<file path="config.mk">
export PLATFORM = sky130hd
export DESIGN_NAME = pfc_top
export DESIGN_NICKNAME = d
export VERILOG_FILES = /design/src/verilog/pfc_pkg.sv /design/src/verilog/pfc_lock_timer.sv /design/src/verilog/pfc_top.sv
export VERILOG_INCLUDE_DIRS = /design/src /design/src/verilog
export SDC_FILE = /design/constraint.sdc
export NUM_CORES = 1
export LEC_CHECK = 0
export ABC_AREA = 1
export ABC_CLOCK_PERIOD_IN_PS = 1600
export CAP_MARGIN = 20
export CORE_MARGIN = 2
export CORE_UTILIZATION = 55
export CTS_CLUSTER_SIZE = 20
export DETAILED_ROUTE_END_ITERATION = 7
export DONT_BUFFER_PORTS = 1
export GPL_TIMING_DRIVEN = 0
export PLACE_DENSITY = 0.7
export SLEW_MARGIN = 10
export SYNTH_ARGS = -nofsm -noshare
export SYNTH_HDL_FRONTEND = slang
export SYNTH_SLANG_ARGS = --single-unit
</file>
<file path="constraint.sdc">
create_clock -name mclk -period 1.6 [get_ports mclk]
set_clock_uncertainty 0.1 [all_clocks]
set_input_delay 0.08 -clock mclk [delete_from_list [all_inputs] [get_ports mclk]]
set_output_delay 0.08 -clock mclk [all_outputs]
set_load 0.005 [all_outputs]
</file>
<file path="src/verilog/pfc_cfg.svh">
// Purpose: constants for the fan-out output control block
// Assumes: 200 MHz mclk, APB register access with 32-bit data
// Notes:   definitions only
`ifndef PFC_CFG_SVH
`define PFC_CFG_SVH

`define PFC_NPAIR        10
`define PFC_Y7_IDX       7
`define PFC_CLK_NS       5
// re-lock wait in ns; the real stabilization figure is board dependent
`define PFC_LOCK_NS      15000
`define PFC_LOCK_CYC     ((`PFC_LOCK_NS + `PFC_CLK_NS - 1) / `PFC_CLK_NS)
`define PFC_CNT_W        16

// register byte addresses
`define PFC_ADDR_CTRL    8'h00
`define PFC_ADDR_STATUS  8'h04

// reset values
`define PFC_MASK_RST     10'h3ff

// status fields
`define PFC_ST_STATE_LSB 0
`define PFC_ST_ANALOG    2
`define PFC_ST_OE        3
`define PFC_ST_STRAP     4
`define PFC_ST_LOCKED    5
`define PFC_ST_FBERR     6

`endif

</file>
<file path="src/verilog/pfc_pkg.sv">
// Purpose: shared types of the fan-out output control block
// Assumes: pfc_cfg.svh supplies the widths
// Notes:   state enum plus the packed state records of both modules
`include "pfc_cfg.svh"

package pfc_pkg;

  typedef enum logic [1:0] {
    PFC_LOCK,
    PFC_RUN,
    PFC_LOWPWR,
    PFC_BYPASS
  } pfc_mode_t;

  typedef struct packed {
    pfc_mode_t                 mode;
    logic [`PFC_NPAIR-1:0]     y_p;
    logic [`PFC_NPAIR-1:0]     y_n;
    logic                      fb_p;
    logic                      fb_n;
    logic [`PFC_NPAIR-1:0]     mask;
    logic                      fb_err;
    logic [31:0]               prdata;
    logic                      pready;
    logic                      pslverr;
  } pfc_state_t;

  typedef struct packed {
    logic [`PFC_CNT_W-1:0]     cnt;
    logic                      done;
  } pfc_timer_t;

endpackage : pfc_pkg

</file>
<file path="src/verilog/pfc_lock_timer.sv">
// Purpose: counts the re-lock wait after the loop is restarted
// Assumes: run stays high for the whole wait
// Notes:   done rises lock_cyc cycles after run rises, drops one cycle after run falls
`timescale 1ns/1ps
`default_nettype none
`include "pfc_cfg.svh"

module pfc_lock_timer
  import pfc_pkg::*;
#(
  parameter logic [`PFC_CNT_W-1:0] LOCK_CYC = `PFC_CNT_W'(`PFC_LOCK_CYC)
)
(
  // clock and reset
  input  wire logic                  mclk,
  input  wire logic                  rstn,
  // control
  input  wire logic                  run,
  // result
  output logic                       done,
  output logic [`PFC_CNT_W-1:0]      count
);

  pfc_timer_t t_r;
  pfc_timer_t t_nxt;

  // counter saturates at the end so done holds
  always_comb
  begin
    t_nxt = t_r;
    if (!run)
    begin
      t_nxt.cnt  = '0;
      t_nxt.done = 1'b0;
    end
    else
    begin
      if (t_r.cnt != LOCK_CYC - `PFC_CNT_W'(1))
        t_nxt.cnt = t_r.cnt + `PFC_CNT_W'(1);
      t_nxt.done = (t_r.cnt == LOCK_CYC - `PFC_CNT_W'(1));
    end
  end

  always_ff @(posedge mclk or negedge rstn)
  begin
    if (!rstn)
      t_r <= '0;
    else
      t_r <= t_nxt;
  end

  assign done  = t_r.done;
  assign count = t_r.cnt;

endmodule : pfc_lock_timer
`default_nettype wire

</file>
<file path="src/verilog/pfc_top.sv">
// Purpose: output gating, bypass and auto power-down of a 1:10 zero-delay clock fan-out
// Assumes: all pins sampled on mclk; the loop itself is modelled as a straight path
// Notes:   CTRL holds a per-pair software enable, STATUS shows mode and pins
//
// How it works
// - a low output enable stops the fan-out pairs, all ten with the strap high, while the feedback pair and the loop keep running.
// - with the strap high the output enable gates every fan-out pair the same way.
// - with strap and output enable both low, pair seven keeps running while the rest stop.
// - a grounded analog supply turns the loop off and passes the reference straight to the outputs.
// - with the analog supply up, both reference lines low puts the device in low power with every output and the loop off.
// - when the reference returns as a differential clock the loop restarts and locks within the wait.
// - one reference pair drives ten fan-out pairs and one feedback pair; feedback input only sets the error flag.
// - a spread-spectrum reference is followed without dropping out of lock.
// - any disabled pair is driven statically low on both lines.
`timescale 1ns/1ps
`default_nettype none
`include "pfc_cfg.svh"

module pfc_top
  import pfc_pkg::*;
#(
  parameter logic [`PFC_CNT_W-1:0] LOCK_CYC = `PFC_CNT_W'(`PFC_LOCK_CYC)
)
(
  // clock and reset
  input  wire logic                  mclk,
  input  wire logic                  rstn,
  // apb slave
  input  wire logic                  psel,
  input  wire logic                  penable,
  input  wire logic                  pwrite,
  input  wire logic [7:0]            paddr,
  input  wire logic [31:0]           pwdata,
  output logic [31:0]                prdata,
  output logic                       pready,
  output logic                       pslverr,
  // reference and feedback inputs
  input  wire logic                  ref_clk_pair_p,
  input  wire logic                  ref_clk_pair_n,
  input  wire logic                  feedback_in_pair_p,
  input  wire logic                  feedback_in_pair_n,
  // control pins
  input  wire logic                  output_enable,
  input  wire logic                  output_select_strap,
  input  wire logic                  analog_supply_pin,
  // clock outputs
  output logic [`PFC_NPAIR-1:0]      y_p,
  output logic [`PFC_NPAIR-1:0]      y_n,
  output logic                       feedback_out_pair_p,
  output logic                       feedback_out_pair_n
);

  pfc_state_t               s_r;
  pfc_state_t               s_nxt;
  logic                     lock_done;
  logic                     both_low;
  logic                     active;
  logic [`PFC_NPAIR-1:0]    pair_en;
  logic [31:0]              status;

  // gate a reference level onto every enabled pair
  function automatic logic [`PFC_NPAIR-1:0] pfc_gate(input logic [`PFC_NPAIR-1:0] en, input logic lvl);
    pfc_gate = en & {`PFC_NPAIR{lvl}};
  endfunction : pfc_gate

  // lock wait runs only while the loop is re-acquiring
  pfc_lock_timer #(
    .LOCK_CYC (LOCK_CYC)
  ) u_lock (
    .mclk  (mclk),
    .rstn  (rstn),
    .run   (s_r.mode == PFC_LOCK),
    .done  (lock_done),
    .count ()
  );

  // detector looks at raw pin levels, not the clock path
  assign both_low = !ref_clk_pair_p && !ref_clk_pair_n;

  // status word
  always_comb
  begin
    status                                  = '0;
    status[`PFC_ST_STATE_LSB +: 2]          = s_r.mode;
    status[`PFC_ST_ANALOG]                  = analog_supply_pin;
    status[`PFC_ST_OE]                      = output_enable;
    status[`PFC_ST_STRAP]                   = output_select_strap;
    status[`PFC_ST_LOCKED]                  = (s_r.mode == PFC_RUN);
    status[`PFC_ST_FBERR]                   = s_r.fb_err;
  end

  // mode, outputs and register access in one next-state process
  always_comb
  begin
    s_nxt = s_r;
    // mode selection: grounded supply wins, then power-down, then lock
    if (!analog_supply_pin)
      s_nxt.mode = PFC_BYPASS;
    else if (both_low)
      s_nxt.mode = PFC_LOWPWR;
    else
    begin
      case (s_r.mode)
        PFC_LOWPWR: s_nxt.mode = PFC_LOCK;
        PFC_BYPASS: s_nxt.mode = PFC_LOCK;
        PFC_LOCK:   if (lock_done) s_nxt.mode = PFC_RUN;
        // reference edges never leave run, so modulated input keeps lock
        default:    s_nxt.mode = PFC_RUN;
      endcase
    end
    active = (s_nxt.mode == PFC_RUN) || (s_nxt.mode == PFC_BYPASS);
    // enable pin taken as is, no synchroniser, as it is an async gate
    for (int i = 0; i < `PFC_NPAIR; i++)
      pair_en[i] = active && s_r.mask[i] &&
                   (output_enable || (!output_select_strap && i == `PFC_Y7_IDX));
    // disabled pairs go low on both lines
    s_nxt.y_p  = pfc_gate(pair_en, ref_clk_pair_p);
    s_nxt.y_n  = pfc_gate(pair_en, ref_clk_pair_n);
    s_nxt.fb_p = active && ref_clk_pair_p;
    s_nxt.fb_n = active && ref_clk_pair_n;
    // feedback must return the output level once locked
    s_nxt.fb_err = (s_r.mode == PFC_RUN) &&
                   ((feedback_in_pair_p != s_r.fb_p) || (feedback_in_pair_n != s_r.fb_n));
    // apb: answer prepared in setup, taken in the single access cycle
    s_nxt.pready = 1'b0;
    if (psel && !penable)
    begin
      s_nxt.pready  = 1'b1;
      s_nxt.pslverr = 1'b0;
      s_nxt.prdata  = '0;
      if (paddr == `PFC_ADDR_CTRL)
        s_nxt.prdata[`PFC_NPAIR-1:0] = s_r.mask;
      else if (paddr == `PFC_ADDR_STATUS)
        s_nxt.prdata = status;
      else
        s_nxt.pslverr = 1'b1;
    end
    else if (psel && penable && s_r.pready)
    begin
      if (pwrite && paddr == `PFC_ADDR_CTRL)
        s_nxt.mask = pwdata[`PFC_NPAIR-1:0];
      s_nxt.pslverr = 1'b0;
    end
    else
      s_nxt.pslverr = 1'b0;
  end

  // single state register; loop starts by acquiring lock
  always_ff @(posedge mclk or negedge rstn)
  begin
    if (!rstn)
    begin
      s_r      <= '0;
      s_r.mode <= PFC_LOCK;
      s_r.mask <= `PFC_MASK_RST;
    end
    else
      s_r <= s_nxt;
  end

  assign y_p                 = s_r.y_p;
  assign y_n                 = s_r.y_n;
  assign feedback_out_pair_p = s_r.fb_p;
  assign feedback_out_pair_n = s_r.fb_n;
  assign prdata              = s_r.prdata;
  assign pready              = s_r.pready;
  assign pslverr             = s_r.pslverr;
endmodule : pfc_top
`default_nettype wire
</file>
==> results.toml <==
[worst_hold_path]
hp-class = "input port to asynchronous set/reset pin"

[cells_and_area]
finalNonFillerCells = 538
final_area_mm2 = 0.003821
nets = 514
diodes = 0
syn2layout_area_growth_pct = 17.60
utilization_pct = 68.14
final_layout_size_suffix_gt1_share_pct = 18.88

[flow_run]
drv_cap = 0

[worst_setup_path]
slowest_stage = "dlygate4sd3_1"
cp.arrival_ns = 1.73
critical_path_class = "flop to flop"
worstPathCellList = "inv_1, nor2_2, a21boi_1, dlygate4sd3_1"
endpoint_kind = "flop"
endpoint = "s_r[34]"
cp_top_family = "buffers and inverters"
crit_buf_inv = 2
r2r_slack_ns = 0.05
r2r-end = "s_r[34]"
critPathMaxFanout = 3
setup.worst_path.start = "s_r[67]"
startpoint_type = "flop"
critical-path-max-stage-delay_ns = 0.59
timing.rr.start = "s_r[67]"
path_depth = 4
rr_worst_depth = 4
required_ns = 1.77

[drt]
antenna_left = 0
wirelength_um = 6588
avgRoutedWirePerCell_um = 12.25
drtPass1Iterations = 4
vias = 2564
via_per_inst = 4.766
drc_errors = 0
drtIter0Drc = 129

[die]
ios = 108
die_h_um = 80.87
die_area_mm2 = 0.006539
start_util_pct = 57.94
core_area_mm2 = 0.005608
die_w_um = 80.87
rows = 27

[synthesis]
seq_area_frac_synth_pct = 49.67
synth_area_mm2 = 0.003249
synth_cell_types = 25
synth-seq-cells = 64
postSynthCellCount = 407
ys_warn_count = 0
syn_area_per_cell_um2 = 7.984

[clock_network]
insertion_delay_ns = 0.34
cts.sink_count = 64
clkTransAtPathRegs_ns = 0.08
clockBufferDepth = 2
cts_tree = "built"
numCtsBuffers = 9
cts_hold_buf = 22
cts-root-buf = "clkbuf_8"
htreeDepth = 3
postCtsSetupRepairBufs = 0

[timing]
timing.hold.ws_ns = -0.6643
fmax_mhz = 643.3
drv_slew = 0
period_needed_ns = 1.554
min_period_over_period_pct = 97.16
setup_violations = 0
hold_violations = 64

[power_and_ir_drop]
power.internal_mw = 2.293
switchingPower_mw = 0.7487
max-vdd-ir-drop_v = 0.0004297
seqPwrFrac_pct = 54.2
powerDensity_mw_per_mm2 = 796.0
combPwrFrac_pct = 6.4
clockPowerShare_pct = 39.4
switching_share_pct = 24.62
leakage_nw = 2.013

[placement]
placed_cell_area_mm2 = 0.003418
port_buffers = 0
place.gp.congestion = 0.8662
dp_hpwl_um = 4746
place_inst = 500

[global_route]
grt_usage_pct = 22.21
grt-ovfl-total = 0
grt_pass1_vias = 2364
grt_max_degree = 65
antenna_found_initial = 0
grt_pass1_wl_um = 10980

[outcome]
status = "finished with violations"
violations = "hold timing"
metrics by stage:
| stage | TNS, ns | hold WS (ns) | total power [mW] | worst slack, ns |
|---|---|---|---|---|
| final | 0 | -0.6643 | 3.041 | 0.04550 |
| after global routing | -0.01043 | -0.6823 | 3.161 | -0.005812 |
| after CTS | 0 | -0.6833 | 3.055 | 0.08897 |
| after detailed placement | 0 | -0.3148 | 1.818 | 0.1146 |
| after global placement | 0 | -0.3145 | 1.817 | 0.1182 |
| after floorplan | 0 | -0.3156 | 1.796 | 0.3060 |
worst reg2reg max path: stages, from the launching register on:
cell,delay (ns)
dfrtp_1,0.40
inv_1,0.08
nor2_2,0.12
a21boi_1,0.21
dlygate4sd3_1,0.59
synth_stat cells:
cell type	count	area (um^2)
nand2_1	116	435.4
nor2_2	2	12.51
nand2_4	1	11.26
o21bai_1	1	7.510
buf_2	2	10.01
dfstp_2	10	262.8
nand3_1	30	150.1
o31ai_1	1	7.510
nor3_1	21	105.1
xnor2_1	2	17.52
ha_1	1	12.51
dfrtp_1	54	1351
inv_1	40	150.1
o21ai_0	3	15.01
a31oi_1	2	12.51
nand2_2	1	6.260
nand4_1	5	31.28
a21oi_1	4	20.02
nand3b_1	1	7.510
buf_6	1	11.26
conb_1	1	3.750
nor2_1	49	183.9
clkbuf_1	5	18.77
a21boi_0	1	7.510
buf_4	53	397.9
timing repair:
| item | in CTS | in global routing |
|---|---|---|
| endpoints found under the hold margin | 105 | 64 |
| setup endpoints to repair | 0 | 9 |
| gates resized for setup | 0 | 4 |
flip-flops by register name, indices dropped and copies added, names as in the netlist:
name	flops
y_p	10
feedback_out_pair_n	1
u_lock.done	1
u_lock.count	16
y_n	10
pslverr	1
prdata	10
s_r	13
feedback_out_pair_p	1
pready	1
layer usage:
layer / vias up / track usage, % / routed length (um)
met5: - / 0 / 0
met4: 0 / 10.17 / 108
met3: 12 / 4.111 / 391
met2: 92 / 32.98 / 3088
met1: 1162 / 31.71 / 2999
li1: 1298 / - / -
power groups by stage:
stage                     Sequential (mW)  Clock (mW)  Combinational (mW)
after floorplan                      1.67           0               0.123
after global placement               1.68           0               0.140
after detailed placement             1.68           0               0.142
after CTS                            1.65        1.22               0.188
after global routing                 1.65        1.29               0.218
final                                1.65        1.20               0.194
placed cells by master (no fill, tap or decap), drive strengths merged, types with 14 or more instances in the layout:
cell / n
nor3: 21
nor2: 51
dfrtp: 54
buf: 56
dlygate4sd3: 22
inv: 40
clkbuf: 14
nand3: 30
conb: 22
nand2: 118
layout make-up:
| class | instances | area [um^2] |
|---|---|---|
| Buffer | 61 | 437.9 |
| Clock buffer | 9 | 123.9 |
| Inverter | 40 | 150.1 |
| Clock inverter | 7 | 48.80 |
| Fill cell | 489 | 1787 |
| Sequential cell | 64 | 1614 |
| Tap cell | 72 | 90.09 |
| Timing Repair Buffer | 22 | 220.2 |
| Multi-Input combinational cell | 263 | 1136 |
kinds of logic (layout without fill, tap and decap cells):
| logic type | count (synthesis) | count (layout) | synth area share [%] |
|---|---|---|---|
| AND/OR/NAND/NOR | 226 | 226 | 29.03 |
| other | 1 | 22 | 0.1154 |
| flip-flops | 64 | 64 | 49.67 |
| adder cells (fa/ha/maj) | 1 | 1 | 0.3850 |
| XOR/XNOR | 2 | 2 | 0.5392 |
| buffers and inverters | 101 | 139 | 18.10 |
| AO/OA/AOI/OAI | 12 | 12 | 2.156 |
worst min-delay path by stage:
| stage | endpoint | depth (start not counted) |
|---|---|---|
| after detailed placement | u_lock.count[13] | 0 |
| final | y_n[3] | 0 |
| after CTS | s_r[67] | 0 |
| after floorplan | feedback_out_pair_n | 0 |
| after global routing | prdata[3] | 0 |
| after global placement | u_lock.count[9] | 0 |
Note: power is estimated with default switching activity, not from simulation.
